===== src/pkg/bcrtc_pkg.sv =====
`default_nettype none
package bcrtc_pkg;
	// prescaler and shift
	localparam int PREDIV_W = 15;
	localparam logic [14:0] PREDIV_RST = 15'h7FFF;
	localparam int SHIFT_W = 15;
	// one masked pulse per 2^20 pulses is about 0.95 ppm
	localparam int CAL_W = 20;
	localparam int CALM_W = 9;
	localparam logic [10:0] CAL_SLOT = 11'h000;
	// fast source divided by 32
	localparam logic [4:0] FAST_DIV_TOP = 5'h1F;
	// reference input: edges per second minus one, and the lock window
	localparam logic [5:0] REF_TOP_50 = 6'h31;
	localparam logic [5:0] REF_TOP_60 = 6'h3B;
	localparam logic [14:0] REF_WIN = 15'h0100;
	// wakeup timer
	localparam int WAKE_W = 17;
	localparam int WU_PRE_W = 4;
	// backup store
	localparam int BKP_WORDS = 20;
	localparam int BKP_AW = 5;
	localparam int BKP_DW = 32;
	// calendar limits in BCD
	localparam logic [7:0] BCD_ZERO = 8'h00;
	localparam logic [7:0] BCD_ONE = 8'h01;
	localparam logic [7:0] SEC_TOP = 8'h59;
	localparam logic [7:0] HOUR24_TOP = 8'h23;
	localparam logic [7:0] HOUR12_TOP = 8'h12;
	localparam logic [7:0] HOUR_ELEVEN = 8'h11;
	localparam logic [7:0] MONTH_TOP = 8'h12;
	localparam logic [7:0] MONTH_FEB = 8'h02;
	localparam logic [7:0] YEAR_TOP = 8'h99;
	localparam logic [2:0] WDAY_ONE = 3'h1;
	localparam logic [2:0] WDAY_TOP = 3'h7;
	// event vector width
	localparam int EV_N = 5;
	typedef enum logic [1:0] {
		SRC_XTAL = 2'b00,
		SRC_RC_A = 2'b01,
		SRC_RC_B = 2'b10,
		SRC_FAST = 2'b11
	} bcrtc_src_t;
	typedef struct packed {
		logic [7:0] year;
		logic [7:0] month;
		logic [7:0] date;
		logic [2:0] wday;
		logic pm;
		logic [7:0] hour;
		logic [7:0] min;
		logic [7:0] sec;
	} bcrtc_cal_t;
	// skip bits: 0 sec, 1 min, 2 hour, 3 date are ignored when set
	typedef struct packed {
		logic [3:0] skip;
		logic [7:0] date;
		logic pm;
		logic [7:0] hour;
		logic [7:0] min;
		logic [7:0] sec;
	} bcrtc_alarm_t;
	localparam bcrtc_cal_t CAL_RST = '{year: 8'h00, month: 8'h01, date: 8'h01, wday: 3'h1,
		pm: 1'b0, hour: 8'h00, min: 8'h00, sec: 8'h00};
endpackage
`default_nettype wire


===== src/rtl/bcrtc_bkp_mem.sv =====
`default_nettype none
module bcrtc_bkp_mem #(
	parameter int WORDS = 20,
	parameter int AW = 5,
	parameter int DW = 32
) (
	input wire logic core_clk,
	input wire logic rst,
	input wire logic ce,
	input wire logic wrEn,
	input wire logic [AW-1:0] wrAddr,
	input wire logic [DW-1:0] wrData,
	input wire logic [AW-1:0] rdAddr,
	output logic [DW-1:0] rdData
);
	logic [DW-1:0] mem [WORDS];
	logic [DW-1:0] next_rdData;

	// addresses past the last word read as zero
	always_comb begin
		next_rdData = '0;
		if (rdAddr < AW'(WORDS)) begin
			next_rdData = mem[rdAddr];
		end
	end

	// storage takes no reset so contents survive system resets
	always_ff @(posedge core_clk) begin
		if (ce && wrEn && (wrAddr < AW'(WORDS))) begin
			mem[wrAddr] <= wrData;
		end
	end

	always_ff @(posedge core_clk or posedge rst) begin
		if (rst) begin
			rdData <= '0;
		end else if (ce) begin
			rdData <= next_rdData;
		end
	end
endmodule
`default_nettype wire


===== src/rtl/bcrtc_in_filter.sv =====
`default_nettype none
module bcrtc_in_filter #(
	parameter int CNT_W = 4
) (
	input wire logic core_clk,
	input wire logic rst,
	input wire logic ce,
	input wire logic pinIn,
	input wire logic [1:0] filtSel,
	output logic evt
);
	logic s1, s2, filt, next_filt, next_evt;
	logic [CNT_W-1:0] cnt, next_cnt, need;

	// a new level is taken only after 1, 2, 4 or 8 agreeing samples
	always_comb begin
		need = CNT_W'(1) << filtSel;
		next_cnt = '0;
		next_filt = filt;
		if (s2 != filt) begin
			if ((cnt + CNT_W'(1)) >= need) begin
				next_filt = s2;
			end else begin
				next_cnt = cnt + CNT_W'(1);
			end
		end
		next_evt = next_filt && !filt;
	end

	// s1 feeds only s2: the pin is asynchronous
	always_ff @(posedge core_clk or posedge rst) begin
		if (rst) begin
			s1 <= 1'b0;
			s2 <= 1'b0;
			cnt <= '0;
			filt <= 1'b0;
			evt <= 1'b0;
		end else if (ce) begin
			s1 <= pinIn;
			s2 <= s1;
			cnt <= next_cnt;
			filt <= next_filt;
			evt <= next_evt;
		end
	end
endmodule
`default_nettype wire


===== src/rtl/bcrtc_top.sv =====
`default_nettype none
module bcrtc_top #(
	parameter int BKP_WORDS = bcrtc_pkg::BKP_WORDS,
	parameter int FILT_W = 4
) (
	input wire logic core_clk,
	input wire logic rst,
	input wire logic ce,
	input wire logic xtalPin,
	input wire logic rcAPin,
	input wire logic rcBPin,
	input wire logic fastPin,
	input wire logic refPin,
	input wire logic tamperPin,
	input wire logic tsPin,
	input wire bcrtc_pkg::bcrtc_src_t clkSel,
	input wire logic battMode,
	input wire logic shutdownMode,
	input wire logic [14:0] preDiv,
	input wire logic calLoad,
	input wire bcrtc_pkg::bcrtc_cal_t calIn,
	input wire logic hour12,
	input wire logic shiftReq,
	input wire logic [14:0] shiftAmount,
	input wire logic [8:0] calibMask,
	input wire logic refEnable,
	input wire logic ref60,
	input wire logic [1:0] tampFilt,
	input wire logic [1:0] tsFilt,
	input wire logic tsClear,
	input wire logic tampClear,
	input wire logic wuEnable,
	input wire logic [2:0] wuSel,
	input wire logic [15:0] wuReload,
	input wire logic wuClear,
	input wire logic [1:0] alarmEn,
	input wire bcrtc_pkg::bcrtc_alarm_t alarmA,
	input wire bcrtc_pkg::bcrtc_alarm_t alarmB,
	input wire logic [1:0] alarmClear,
	input wire logic [4:0] eventIe,
	input wire logic bkpWrEn,
	input wire logic [4:0] bkpWrAddr,
	input wire logic [31:0] bkpWrData,
	input wire logic [4:0] bkpRdAddr,
	output logic [31:0] bkpRdData,
	output var bcrtc_pkg::bcrtc_cal_t calOut,
	output logic [14:0] subSec,
	output var bcrtc_pkg::bcrtc_cal_t tsCal,
	output logic [14:0] tsSubSec,
	output logic tsFlag,
	output logic tsOvf,
	output logic tampFlag,
	output logic wuFlag,
	output logic [1:0] alarmFlag,
	output logic wakeReq,
	output logic rtcRunning,
	output logic shiftBusy,
	output logic refLocked
);
	// pin vector {fast, rcB, rcA, xtal, ref}
	logic [4:0] pinS1, pinS2, pinS3, pinEdge;
	logic [4:0] fastDiv, next_fastDiv;
	logic fastTick, srcPulse, runOk, rtcPulse;
	logic [19:0] calCnt, next_calCnt;
	logic [14:0] shiftPend, next_shiftPend, next_subSec, lateEdge;
	logic [5:0] refCnt, next_refCnt, refTop;
	logic calMasked, livePulse, swallow, effPulse, refSec, refForce, ssLate;
	logic secTick, next_secTick, next_refLocked, next_shiftBusy;
	bcrtc_pkg::bcrtc_cal_t next_cal, next_tsCal;
	logic rollDay;
	logic [7:0] dayTop;
	logic calStep, next_calStep, battD, tsEvt, tampEvt, tsTrig, wuTick, wuHit;
	logic [1:0] alarmHit, next_alarmFlag;
	logic [3:0] wuPre, next_wuPre;
	logic [16:0] wuCnt, next_wuCnt, wuReloadFull;
	logic [4:0] evFlags;
	logic [14:0] next_tsSubSec;
	logic next_tsFlag, next_tsOvf, next_tampFlag, next_wuFlag, next_wakeReq;

	function automatic logic [7:0] bcdInc(input logic [7:0] v);
		bcdInc = (v[3:0] == 4'h9) ? {v[7:4] + 4'h1, 4'h0} : {v[7:4], v[3:0] + 4'h1};
	endfunction

	// leap year test works on the two BCD year digits
	function automatic logic [7:0] daysIn(input logic [7:0] m, input logic [7:0] y);
		logic leap;
		leap = y[4] ? (y[3:0] == 4'h2 || y[3:0] == 4'h6)
			: (y[3:0] == 4'h0 || y[3:0] == 4'h4 || y[3:0] == 4'h8);
		case (m)
			8'h04, 8'h06, 8'h09, 8'h11: daysIn = 8'h30;
			bcrtc_pkg::MONTH_FEB: daysIn = leap ? 8'h29 : 8'h28;
			default: daysIn = 8'h31;
		endcase
	endfunction

	function automatic logic almMatch(input bcrtc_pkg::bcrtc_alarm_t a,
		input bcrtc_pkg::bcrtc_cal_t c);
		almMatch = (a.skip[0] || a.sec == c.sec) && (a.skip[1] || a.min == c.min)
			&& (a.skip[2] || (a.hour == c.hour && a.pm == c.pm))
			&& (a.skip[3] || a.date == c.date);
	endfunction

	// source selection; the crystal survives battery mode, the others do not
	always_comb begin
		pinEdge = pinS2 & ~pinS3;
		next_fastDiv = fastDiv;
		fastTick = 1'b0;
		if (pinEdge[4]) begin
			next_fastDiv = fastDiv + 5'h01;
			fastTick = (fastDiv == bcrtc_pkg::FAST_DIV_TOP);
		end
		srcPulse = 1'b0;
		runOk = !battMode && !shutdownMode;
		case (clkSel)
			bcrtc_pkg::SRC_XTAL: begin
				srcPulse = pinEdge[1];
				runOk = 1'b1;
			end
			bcrtc_pkg::SRC_RC_A: srcPulse = pinEdge[2];
			bcrtc_pkg::SRC_RC_B: srcPulse = pinEdge[3];
			bcrtc_pkg::SRC_FAST: srcPulse = fastTick;
			default: srcPulse = 1'b0;
		endcase
		rtcPulse = srcPulse && runOk;
	end

	// pinS1 is read by pinS2 only
	always_ff @(posedge core_clk or posedge rst) begin
		if (rst) begin
			pinS1 <= 5'h00;
			pinS2 <= 5'h00;
			pinS3 <= 5'h00;
			fastDiv <= 5'h00;
			rtcRunning <= 1'b0;
		end else if (ce) begin
			pinS1 <= {fastPin, rcBPin, rcAPin, xtalPin, refPin};
			pinS2 <= pinS1;
			pinS3 <= pinS2;
			fastDiv <= next_fastDiv;
			rtcRunning <= runOk;
		end
	end

	// prescaler: calibration mask, shift swallow, reference alignment
	always_comb begin
		calMasked = rtcPulse && (calCnt[10:0] == bcrtc_pkg::CAL_SLOT)
			&& (calCnt[19:11] < calibMask);
		next_calCnt = rtcPulse ? calCnt + 20'h00001 : calCnt;
		livePulse = rtcPulse && !calMasked;
		swallow = livePulse && (shiftPend != 15'h0000);
		effPulse = livePulse && (shiftPend == 15'h0000);
		next_shiftPend = shiftPend;
		if (swallow) begin
			next_shiftPend = shiftPend - 15'h0001;
		end else if (shiftReq && shiftPend == 15'h0000) begin
			next_shiftPend = shiftAmount;
		end
		next_shiftBusy = (next_shiftPend != 15'h0000);
		refTop = ref60 ? bcrtc_pkg::REF_TOP_60 : bcrtc_pkg::REF_TOP_50;
		refSec = refEnable && pinEdge[0] && (refCnt == refTop);
		next_refCnt = refCnt;
		if (!refEnable || refSec) begin
			next_refCnt = 6'h00;
		end else if (pinEdge[0]) begin
			next_refCnt = refCnt + 6'h01;
		end
		lateEdge = preDiv - bcrtc_pkg::REF_WIN;
		ssLate = subSec > lateEdge;
		refForce = refSec && (subSec < bcrtc_pkg::REF_WIN);
		next_refLocked = refEnable && (refSec ? (refForce || ssLate) : refLocked);
		next_subSec = subSec;
		next_secTick = 1'b0;
		if (calLoad) begin
			next_subSec = preDiv;
		end else if (refForce) begin
			next_subSec = preDiv;
			next_secTick = 1'b1;
		end else if (effPulse) begin
			if (subSec == 15'h0000) begin
				next_subSec = preDiv;
				next_secTick = 1'b1;
			end else begin
				next_subSec = subSec - 15'h0001;
			end
		end
	end

	always_ff @(posedge core_clk or posedge rst) begin
		if (rst) begin
			calCnt <= 20'h00000;
			shiftPend <= 15'h0000;
			shiftBusy <= 1'b0;
			refCnt <= 6'h00;
			refLocked <= 1'b0;
			subSec <= bcrtc_pkg::PREDIV_RST;
			secTick <= 1'b0;
		end else if (ce) begin
			calCnt <= next_calCnt;
			shiftPend <= next_shiftPend;
			shiftBusy <= next_shiftBusy;
			refCnt <= next_refCnt;
			refLocked <= next_refLocked;
			subSec <= next_subSec;
			secTick <= next_secTick;
		end
	end

	// calendar carry chain, one step per second tick
	always_comb begin
		next_cal = calOut;
		rollDay = 1'b0;
		dayTop = daysIn(calOut.month, calOut.year);
		if (calLoad) begin
			next_cal = calIn;
		end else if (secTick) begin
			next_cal.sec = bcdInc(calOut.sec);
			if (calOut.sec == bcrtc_pkg::SEC_TOP) begin
				next_cal.sec = bcrtc_pkg::BCD_ZERO;
				next_cal.min = bcdInc(calOut.min);
				if (calOut.min == bcrtc_pkg::SEC_TOP) begin
					next_cal.min = bcrtc_pkg::BCD_ZERO;
					next_cal.hour = bcdInc(calOut.hour);
					if (!hour12 && calOut.hour == bcrtc_pkg::HOUR24_TOP) begin
						next_cal.hour = bcrtc_pkg::BCD_ZERO;
						rollDay = 1'b1;
					end
					if (hour12 && calOut.hour == bcrtc_pkg::HOUR12_TOP) begin
						next_cal.hour = bcrtc_pkg::BCD_ONE;
					end
					if (hour12 && calOut.hour == bcrtc_pkg::HOUR_ELEVEN) begin
						next_cal.pm = !calOut.pm;
						rollDay = calOut.pm;
					end
				end
			end
			if (rollDay) begin
				next_cal.wday = (calOut.wday == bcrtc_pkg::WDAY_TOP) ? bcrtc_pkg::WDAY_ONE
					: calOut.wday + 3'h1;
				next_cal.date = bcdInc(calOut.date);
				if (calOut.date == dayTop) begin
					next_cal.date = bcrtc_pkg::BCD_ONE;
					next_cal.month = bcdInc(calOut.month);
					if (calOut.month == bcrtc_pkg::MONTH_TOP) begin
						next_cal.month = bcrtc_pkg::BCD_ONE;
						next_cal.year = (calOut.year == bcrtc_pkg::YEAR_TOP)
							? bcrtc_pkg::BCD_ZERO : bcdInc(calOut.year);
					end
				end
			end
		end
	end

	always_ff @(posedge core_clk or posedge rst) begin
		if (rst) begin
			calOut <= bcrtc_pkg::CAL_RST;
		end else if (ce) begin
			calOut <= next_cal;
		end
	end

	bcrtc_in_filter #(.CNT_W(FILT_W)) u_tampFilt (
		.core_clk(core_clk),
		.rst(rst),
		.ce(ce),
		.pinIn(tamperPin),
		.filtSel(tampFilt),
		.evt(tampEvt)
	);

	bcrtc_in_filter #(.CNT_W(FILT_W)) u_tsFilt (
		.core_clk(core_clk),
		.rst(rst),
		.ce(ce),
		.pinIn(tsPin),
		.filtSel(tsFilt),
		.evt(tsEvt)
	);

	bcrtc_bkp_mem #(.WORDS(BKP_WORDS), .AW(bcrtc_pkg::BKP_AW), .DW(bcrtc_pkg::BKP_DW)) u_bkp (
		.core_clk(core_clk),
		.rst(rst),
		.ce(ce),
		.wrEn(bkpWrEn),
		.wrAddr(bkpWrAddr),
		.wrData(bkpWrData),
		.rdAddr(bkpRdAddr),
		.rdData(bkpRdData)
	);

	// events: alarms compare the calendar one cycle after it steps; sets beat clears
	always_comb begin
		next_calStep = secTick && !calLoad;
		alarmHit[0] = calStep && alarmEn[0] && almMatch(alarmA, calOut);
		alarmHit[1] = calStep && alarmEn[1] && almMatch(alarmB, calOut);
		next_alarmFlag = alarmHit | (alarmFlag & ~alarmClear);
		tsTrig = tsEvt || tampEvt || (battMode && !battD);
		next_tsCal = tsTrig ? calOut : tsCal;
		next_tsSubSec = tsTrig ? subSec : tsSubSec;
		next_tsFlag = tsTrig || (tsFlag && !tsClear);
		next_tsOvf = (tsTrig && tsFlag) || (tsOvf && !tsClear);
		next_tampFlag = tampEvt || (tampFlag && !tampClear);
		next_wuPre = rtcPulse ? wuPre + 4'h1 : wuPre;
		case (wuSel)
			3'h0: wuTick = rtcPulse && (wuPre == 4'hF);
			3'h1: wuTick = rtcPulse && (wuPre[2:0] == 3'h7);
			3'h2: wuTick = rtcPulse && (wuPre[1:0] == 2'h3);
			3'h3: wuTick = rtcPulse && wuPre[0];
			default: wuTick = secTick;
		endcase
		wuReloadFull = {wuSel[2] && wuSel[1], wuReload};
		wuHit = 1'b0;
		next_wuCnt = wuCnt;
		if (!wuEnable) begin
			next_wuCnt = wuReloadFull;
		end else if (wuTick) begin
			if (wuCnt == 17'h00000) begin
				next_wuCnt = wuReloadFull;
				wuHit = 1'b1;
			end else begin
				next_wuCnt = wuCnt - 17'h00001;
			end
		end
		next_wuFlag = wuHit || (wuFlag && !wuClear);
		evFlags = {tampFlag, tsFlag, wuFlag, alarmFlag};
		next_wakeReq = |(evFlags & eventIe);
	end

	always_ff @(posedge core_clk or posedge rst) begin
		if (rst) begin
			calStep <= 1'b0;
			alarmFlag <= 2'b00;
			battD <= 1'b0;
			tsCal <= bcrtc_pkg::CAL_RST;
			tsSubSec <= 15'h0000;
			tsFlag <= 1'b0;
			tsOvf <= 1'b0;
			tampFlag <= 1'b0;
			wuPre <= 4'h0;
			wuCnt <= 17'h00000;
			wuFlag <= 1'b0;
			wakeReq <= 1'b0;
		end else if (ce) begin
			calStep <= next_calStep;
			alarmFlag <= next_alarmFlag;
			battD <= battMode;
			tsCal <= next_tsCal;
			tsSubSec <= next_tsSubSec;
			tsFlag <= next_tsFlag;
			tsOvf <= next_tsOvf;
			tampFlag <= next_tampFlag;
			wuPre <= next_wuPre;
			wuCnt <= next_wuCnt;
			wuFlag <= next_wuFlag;
			wakeReq <= next_wakeReq;
		end
	end
endmodule
`default_nettype wire


===== config.mk =====
export PLATFORM = sky130hd
export DESIGN_NAME = bcrtc_top
export DESIGN_NICKNAME = d
export VERILOG_FILES = /design/src/pkg/bcrtc_pkg.sv /design/src/rtl/bcrtc_bkp_mem.sv /design/src/rtl/bcrtc_in_filter.sv /design/src/rtl/bcrtc_top.sv
export SDC_FILE = /design/constraint.sdc
export NUM_CORES = 1
export LEC_CHECK = 0
export ABC_AREA = 1
export BUFFER_PORTS_ARGS = -buffer_cell sky130_fd_sc_hd__buf_2
export CAP_MARGIN = 10
export CELL_PAD_IN_SITES_DETAIL_PLACEMENT = 1
export CELL_PAD_IN_SITES_GLOBAL_PLACEMENT = 2
export CORE_MARGIN = 1.5
export CORE_UTILIZATION = 38
export CTS_CLUSTER_SIZE = 10
export DETAILED_ROUTE_END_ITERATION = 10
export PLACE_DENSITY_LB_ADDON = 0.1
export SYNTH_ARGS = -nofsm -noshare
export SYNTH_HDL_FRONTEND = slang
export SYNTH_SLANG_ARGS = --single-unit

===== constraint.sdc =====
create_clock -name core_clk -period 12.07 [get_ports core_clk]
set_clock_uncertainty 0.05 [all_clocks]
set_input_delay 2.414 -clock core_clk [delete_from_list [all_inputs] [get_ports core_clk]]
set_output_delay 2.414 -clock core_clk [all_outputs]
set_load 0.02 [all_outputs]

## Yosys cells after proc, flatten, opt, wreduce, memory -nomap -nowiden

Memory sizes are Yosys's and may differ from the RTL's.
Cells that the tools add are included.

- Register bits: 277
- Bits of input ports: 263
- Memories: 1
- Memory bits (writable): 640
- Logic and storage cells: 325
- Output and inout port bits: 176

Memories:

| memory | words | width | rd ports | clocked after memory_dff | wr ports | RTL line | source |
|---|---|---|---|---|---|---|---|
| u_bkp.mem | 20 | 32 | 1 | 0 | 1 | bcrtc_bkp_mem.sv:16 | `logic [DW-1:0] mem [WORDS];` |

- Muxes and demuxes: 62
- Reduce and logical (&&, ||, !) cells: 120
- Order comparisons: 7
- Bitwise operators: 6
- Equality and inequality tests: 48
- Shift operators: 2
- Add/subtract/negate cells: 23

Operators by type and width:

| cell | count |
|---|---|
| $mux W52 | 2 |
| $mux W15 | 6 |
| $eq A8 B8 Y1 | 9 |
| $mux W8 | 9 |
| $mux W17 | 4 |
| $add A4 B1 Y4 const B | 15 |
| $logic_and A1 B1 Y1 | 43 |
| $eq A4 B4 Y1 const B | 8 |
| $eq A8 B5 Y1 const B | 4 |
| $mux W32 | 1 |
| $logic_not A15 Y1 | 2 |
| $reduce_bool A15 Y1 | 2 |
| $sub A15 B1 Y15 const B | 2 |
| $mux W27 | 1 |
| $mux W1 | 25 |
| $mux W25 | 1 |
| $mux W24 | 1 |
| $add A20 B1 Y20 const B | 1 |
| $mux W4 | 5 |
| $reduce_and A5 Y1 | 4 |
| $logic_or A1 B1 Y1 | 19 |
| $reduce_bool A3 Y1 | 6 |
| $logic_not A17 Y1 | 1 |
| $sub A17 B1 Y17 const B | 1 |
| other kinds (51) | 96 |

## Depth between registers and ports, before layout

Gate-level depths: netlist of the first run.

- Depth in word-level cells: 13
- Depth in mapped cells: 17
- Mapped depth without buffers: 17

## Modules after synthesis

Synthesis of the first run repeated with hierarchy kept, for this count alone.

- Cell total of the unflattened synthesis: 4565
- Area, all modules: 43280.3 µm²

By module, submodules not included:

| module | instances | seq. area each (µm²) | area each (µm²) | cells each |
|---|---|---|---|---|
| bcrtc_bkp_mem | 1 | 20019.2 | 28158.3 | 2583 |
| bcrtc_top | 1 | 5756.8 | 14091.0 | 1850 |
| bcrtc_in_filter | 2 | 200.2 | 515.5 | 66 |

## Least setup slack after synthesis of the first run

Ideal clock, no wire load.

- Path kind: input port to flip-flop
- Start: input port ce
- End: memory u_bkp.mem[4][0] (enable)
- Library setup time: 505 ps
- Stages on the path: 6
- Arrival: 6298 ps
- Buffers on the path: 2
- Setup slack: 5217 ps
- Required time: 11515 ps
- Path through: buf_2 > clkbuf_1 > nand2_1 > inv_1 > nand2_1 > nor4_1

- Longest elaborated chain between the ends: 4

RTL lines:

| what | RTL line | source |
|---|---|---|
| from (decl) | bcrtc_top.sv:8 | `input wire logic ce,` |
| $logic_and A1 B1 Y1 (2 in series) | bcrtc_bkp_mem.sv:29 | `if (ce && wrEn && (wrAddr < AW'(WORDS))) begin` |
| $mux W1 | bcrtc_bkp_mem.sv:29 |  |
| $mux W1 (implied by the code) | bcrtc_bkp_mem.sv:30 | `mem[wrAddr] <= wrData;` |
| to (decl) | bcrtc_bkp_mem.sv:16 |  |

Every way passes these cells.

## Final worst setup path of the first run

- Start: input port bkpRdAddr[0]
- End: register u_bkp.rdData[17]

- Longest elaborated chain between the ends: 2
- Elaborated cells between the ends (all ways): 3
- Those cells by class: 1 x order compare; 1 x mux; 1 x memory

RTL lines:

| what | RTL line | source |
|---|---|---|
| from (decl) | bcrtc_top.sv:44 | `input wire logic [4:0] bkpRdAddr,` |
| $mem_v2 Z20 W32 or $lt A5 B5 Y1 (tied branches) | n/a |  |
| $mux W32 * | bcrtc_bkp_mem.sv:22 | `if (rdAddr < AW'(WORDS)) begin` |
| to (signal assigned) | bcrtc_bkp_mem.sv:38 | `rdData <= next_rdData;` |
| to (decl) | bcrtc_bkp_mem.sv:14 | `output logic [DW-1:0] rdData` |

Mark *: on every way between the ends. The rest lies on a longest branch, timed or not.
A chain may end at the register's enable or synchronous reset.

==> results of run 1 <==
==> metrics by stage <==
step / worst slack (ps) / instances / util (%)
after floorplan: 2000 / 3787 / -
after global placement: 6570 / 5471 / 42.0
after detailed placement: 6510 / 5471 / 42.0
after CTS: 7240 / 5670 / 45.2
after global routing: 6940 / 5680 / 45.2
final: 7260 / 5681 / 45.2
==> cell families (layout without fill, tap and decap cells) <==
| kind of cell | count (synthesis) | in the layout |
|---|---|---|
| AOI/OAI and AO/OA | 848 | 848 |
| xor gates and xnor gates | 122 | 122 |
| adders and majority gates | 65 | 65 |
| buffers and inverters | 434 | 926 |
| DFF | 917 | 917 |
| muxes | 6 | 6 |
| other | 0 | 11 |
| and+or+nand+nor | 1395 | 1395 |
==> per-layer routing <==
layer,vias up,wire [µm]
met5,-,116
met4,18,3520
met3,216,6630
met2,678,62700
met1,15315,61400
li1,14186,-
==> final cells by class <==
cell class                 instances  share of cell area [%]
sequential                       917                    54.7
clock inverter                    13                   0.424
timing repair buffer             487                    5.41
inverter                         240                    1.93
antenna                           11                  0.0575
tap                             1391                    3.64
clock buffer                     186                    6.54
multi-input combinational       2436                    27.3
==> worst max-delay path, cell delays in order <==
cell and delay (ps):
buf_8 390, buf_4 780, buf_4 830, o21ai_0 220
o221ai_1 260, nand3_1 130, nand4_1 110, nand3_1 70
nand2_1 90
==> state kept, by name, indices dropped and copies added, names as in the netlist, 4 cells and up <==
register / flops
u_bkp.mem: 640
calOut: 52
tsCal: 52
u_bkp.rdData: 32
calCnt: 20
wuCnt: 17
shiftPend: 15
subSec: 15
tsSubSec: 15
refCnt: 6
fastDiv: 5
pinS1: 5
pinS2: 5
pinS3: 5
u_tampFilt.cnt: 4
u_tsFilt.cnt: 4
wuPre: 4
==> power by group through the flow <==
stage / Combinational, W / Clock [W] / Sequential (W)
after floorplan: 0.000720 / 0 / 0.00407
final: 0.00145 / 0.00310 / 0.00387
after global placement: 0.00144 / 0 / 0.00392
after CTS: 0.00147 / 0.00317 / 0.00387
after detailed placement: 0.00147 / 0 / 0.00393
after global routing: 0.00163 / 0.00328 / 0.00391
==> layout by cell type (no fill, tap or decap), types with 54 or more instances in the layout <==
cell,n
nor2_1,455
dfrtp_1,256
a21oi_1,54
clkbuf_1,66
nand2_1,613
edfxtp_1,640
inv_1,214
buf_2,435
ha_1,65
clkbuf_16,109
o22ai_1,80
nand4_1,66
nand3_1,135
xor2_1,75
o21ai_0,503
o221ai_1,84
==> worst paths after layout <==
path	startpoint	end	slack [ps]	depth (start not counted)
max in group asynchronous	rst	u_bkp.rdData[12]	8160	4
worst max register to register	calCnt[15]	shiftBusy	9050	14
min in group asynchronous	rst	tsCal[11]	1800	2
worst min-delay path	pinS1[3]	pinS1[3]	420	2
worst max-delay path	bkpRdAddr[0]	u_bkp.rdData[17]	7260	9
worst min register to register	pinS1[3]	pinS1[3]	420	2
==> results.yml, run 1 <==
status:
  status: "finished, final reports clean"
place:
  gp_congestion: 0.857
  io_buffers: 438
  placed_cell_area_um2: 44500
  hpwl_um: 83900
power:
  p_total_w: 0.00843
  clkPwrFrac_pct: 36.8
  p_int_w: 0.00590
  p_leak_nw: 18.8
  p_seq_share_pct: 46.0
  irDropWorstVdd_v: 0.000112
  power.switching_w: 0.00253
  powerDensity_nw_per_um2: 176
  pwr-share-comb_pct: 17.3
  switching_share_pct: 30.0
grt:
  grt_overflow: 0
  grt.met3_usage_pct: 4.11
  grt_pass1_wl_um: 200000
  grt_max_degree: 132
  grt_pass1_vias: 31026
  grt_usage_pct: 24.4
  antenna_found_initial: 31
  met1_usage_pct: 33.5
  top_usage_layer: "met2"
  use_met2_pct: 39.6
clock_tree:
  cts-root-buf: "clkbuf_16"
  cts_hold_buffers: 0
  cts.sinks: 917
  clkLatencyLatePin_ps: 700
  cts_buffers: 107
  clkTransAtPathRegs_ps: 60
  clk_path_buf_depth: 3
  cts_tree: "built"
  htreeDepth: 3
  cts_resized: 0
  cts_setup_buffers: 0
timing:
  fmax_mhz: 208
  finalHoldViolCount: 0
  rsz0062_at_grt: "no"
  fin_crit_sh_pct: 39.9
  fin_crit_ps: 4810
  setup_viol: 0
  slew_violations: 0
  finalSetupTns_ps: 0
  whs_ps: 424
  tightestPinTransition_ps: 1240
  slew_headroom_pct: 17.5
routing:
  first_pass_iters: 5
  avgViaCountPerCell: 5.35
  num_vias: 30413
  ant_nets: 0
  postRouteWirelength_um: 134000
  wire_per_inst_um: 23.7
  drc: 0
  drtIter0Drc: 1949
die:
  rows: 119
  die_h_um: 331
  start_util_pct: 38.5
  io-pin-count: 439
  die_area_um2: 109000
  design.core.area_um2: 106000
  die_x_um: 331
yosys:
  syn_avg_cell_area_um2: 10.8
  yosysMostFrequentCell: "edfxtp_1"
  synth-async-reset-ratio_pct: 30.2
  yosys.area_share.simple_pct: 14.7
  yosysWarnings: 0
  synth_compound_area_share_pct: 12.2
  synth_top_family_by_area: "simple AND/OR/NAND/NOR gates"
  syn_nets: 4115
  ys_top_cells_by_count: "640 x edfxtp_1, 614 x nand2_1, 503 x o21ai_0, 471 x nor2_1, 256 x dfrtp_1"
  muxShareOfSynthArea_pct: 0.166
  synth_edf_count: 640
  ys_types: 61
  synthDominantCellAreaShare_pct: 47.1
  synthTopCellsByArea: "edfxtp_1 47%, dfrtp_1 16%, o21ai_0 6.2%"
  synthXorXnorAreaFrac_pct: 2.62
  syn_inst: 3787
  synth.largest_area_cell: "edfxtp_1"
  ys_ff_latch: 917
  synth_fa_ha_area_share_pct: 1.99
  synth_ff_type: "edfxtp_1"
  synth_area_um2: 40800
  yosysSeqAreaShare_pct: 64.2
min_path:
  hold_path_class: "reg2reg"
setup_path:
  worstPathArrival_ps: 5400
  start_kind: "input port"
  cp_max_fo: 91
  worstSetupPathType: "in2reg"
  cp.required_ps: 12660
  end_kind: "flip-flop"
layout:
  nNetsFinal: 4517
  syn2layout_area_growth_pct: 17.3
  seq_area_um2: 26200
  fillers: 11657
  design_area_um2: 47800
  drive_gt1_share_pct: 17.8
  multi_input_area_um2: 13100
run:
  drv_cap: 0
No activity file was read; power rests on OpenSTA's default activity.
==> run 2, diff against run 1 <==
Settings changed: ABC_AREA 1 to 0.
Clock period 12.07 ns to 4.4 ns, I/O delays scaled along.
==> run 2 against run 1 <==
Net effect:
- final area shrank 0.90%
- synthesized cell count shrank 33%
- via count shrank 18%
- utilization grew 0.62 points
- clock-buffer cell count shrank 3
- non-clock buffer count grew 28
- critical endpoint is now calOut[48]
==> results.yml, run 2 <==
timing:
  tightestPinTransition_ps: 1080
  rsz0062_at_grt: "no"
  setup_viol: 0
  finalHoldViolCount: 0
  fin_crit_ps: 3460
  fmax_mhz: 289
  fin_crit_sh_pct: 78.5
  slew_headroom_pct: 28.1
  whs_ps: 262
  slew_violations: 0
clock_tree:
  clkTransAtPathRegs_ps: 60
  clk_path_buf_depth: 3
  cts_hold_buffers: 0
  cts_resized: 0
  clkLatencyLatePin_ps: 690
  cts_buffers: 107
  cts-root-buf: "clkbuf_16"
  htreeDepth: 3
  cts_tree: "built"
  cts_setup_buffers: 0
  cts.sinks: 917
power:
  p_leak_nw: 17.9
  irDropWorstVdd_v: 0.000336
  p_seq_share_pct: 47.0
  pwr-share-comb_pct: 16.3
  p_int_w: 0.0163
  powerDensity_nw_per_um2: 481
  clkPwrFrac_pct: 36.7
  power.switching_w: 0.00650
  switching_share_pct: 28.5
grt:
  antenna_found_initial: 30
  grt_usage_pct: 22.6
  grt_pass1_wl_um: 178000
  grt_max_degree: 76
  grt_overflow: 0
  grt_pass1_vias: 26752
yosys:
  syn_avg_cell_area_um2: 15.6
  synth-async-reset-ratio_pct: 30.2
  synth.largest_area_cell: "edfxtp_1"
  yosysSeqAreaShare_pct: 66.0
  syn_inst: 2545
  syn_nets: 2873
  yosysMostFrequentCell: "edfxtp_1"
  synth_area_um2: 39700
  synthTopCellsByArea: "edfxtp_1 48%, dfrtp_1 16%, mux4_2 11%"
  ys_top_cells_by_count: "640 x edfxtp_1, 256 x dfrtp_1, 192 x mux4_2, 149 x nand2_1, 126 x o21ai_0"
  synthDominantCellAreaShare_pct: 48.4
  ys_ff_latch: 917
  synth_ff_type: "edfxtp_1"
  ys_types: 77
  yosysWarnings: 0
  synth_edf_count: 640
setup_path:
  start_kind: "flip-flop"
  cp_max_fo: 8
  worstSetupPathType: "reg2reg"
  cp.required_ps: 4890
  worstPathArrival_ps: 3950
  end_kind: "flip-flop"
layout:
  final_common_cell: "edfxtp_1"
  largest_register_ffs: 640
  nNetsFinal: 3368
  syn2layout_area_growth_pct: 19.5
  top_register: "u_bkp.mem"
  drive_gt1_share_pct: 31.3
  final_cell_mix: "640 x edfxtp_1, 434 x buf_2, 256 x dfrtp_1, 192 x mux4_2, 149 x nand2_1"
  instances_no_fill: 4523
  fillers: 10335
  largestRegisters: "u_bkp.mem (640), calOut (52), tsCal (52)"
routing:
  wire_per_inst_um: 26.5
  ant_nets: 0
  first_pass_iters: 5
  drtIter0Drc: 1603
  avgViaCountPerCell: 5.49
  postRouteWirelength_um: 120000
  drc: 0
  num_vias: 24831
place:
  hpwl_um: 78400
  io_buffers: 438
  placedCellCount: 4311
  gp_congestion: 0.921
die:
  start_util_pct: 38.3
  io-pin-count: 439
  die_h_um: 326
  design.core.area_um2: 103000
  die_area_um2: 106000
  die_x_um: 326
  rows: 118
status:
  status: "finished, final reports clean"
run:
  drv_cap: 0
min_path:
  hold_path_class: "in2async"
-- run 2: final timing paths --
check,start,end,slack [ps],cells after the start
worst max register to register,calOut[41],calOut[48],940,10
max in group asynchronous,rst,u_bkp.rdData[4],3200,3
worst min register to register,u_bkp.rdData[10],u_bkp.rdData[10],430,1
worst max-delay path,calOut[41],calOut[48],940,10
min in group core_clk,tamperPin,u_tampFilt.s1,380,2
worst min-delay path,rst,wuCnt[1],260,2
-- run 2: cell families after synthesis --
family | synth area share (%)
compound gates | 6.73
flops | 66.0
fa+ha+maj | 2.05
xor+xnor | 2.34
simple gates | 6.68
mux | 14.3
buf+inv | 1.93
-- run 2: power by group through the flow --
stage / clock, W / sequential [W] / combinational, W
global placement: 0 / 0.0108 / 0.00369
detailed placement: 0 / 0.0109 / 0.00377
finish: 0.00837 / 0.0107 / 0.00372
CTS: 0.00859 / 0.0107 / 0.00379
floorplan: 0 / 0.0112 / 0.00186
global route: 0.00887 / 0.0108 / 0.00408
-- run 2: metrics by stage --
step	power, W	setup TNS (ps)	area [µm²]	utilization [%]	setup slack (ps)
after global routing	0.0238	0	47400	45.8	597
after global placement	0.0145	0	44100	42.6	704
after floorplan	0.0130	-45620	39700	-	-178
final	0.0228	0	47400	45.8	944
after detailed placement	0.0146	0	44100	42.6	593
after CTS	0.0231	0	47400	45.8	893
-- run 2: cell type report --
type | instances | area [µm²] | share of cell area (%)
diodes | 12 | 30.0 | 0.0633
inverters | 68 | 259 | 0.546
clock buffers | 183 | 3050 | 6.44
clock inverters | 17 | 246 | 0.520
well taps | 1380 | 1730 | 3.64
flip-flops and latches | 917 | 26200 | 55.2
repair buffers | 515 | 3000 | 6.34
multi-input cells | 1431 | 12900 | 27.2
-- run 2: routing by layer --
metal	routed length [µm]	track usage [%]	vias to the layer above	part of all wire (%)
li1	-	-	10957	-
met1	49700	28.9	13069	41
met2	61300	39.5	605	51
met3	5760	3.76	184	4.8
met4	3180	6.23	16	2.7
met5	108	0	-	0.090
-- run 2: critical path, stage by stage, from the launching register on --
cell and delay [ps]:
dfrtp_1 430, inv_1 130, ha_1 190, nor3b_1 450, o21ai_0 150, mux2i_1 150
o21a_1 210, mux2i_1 700, nor4_1 190, or2_2 380, mux2_2 280
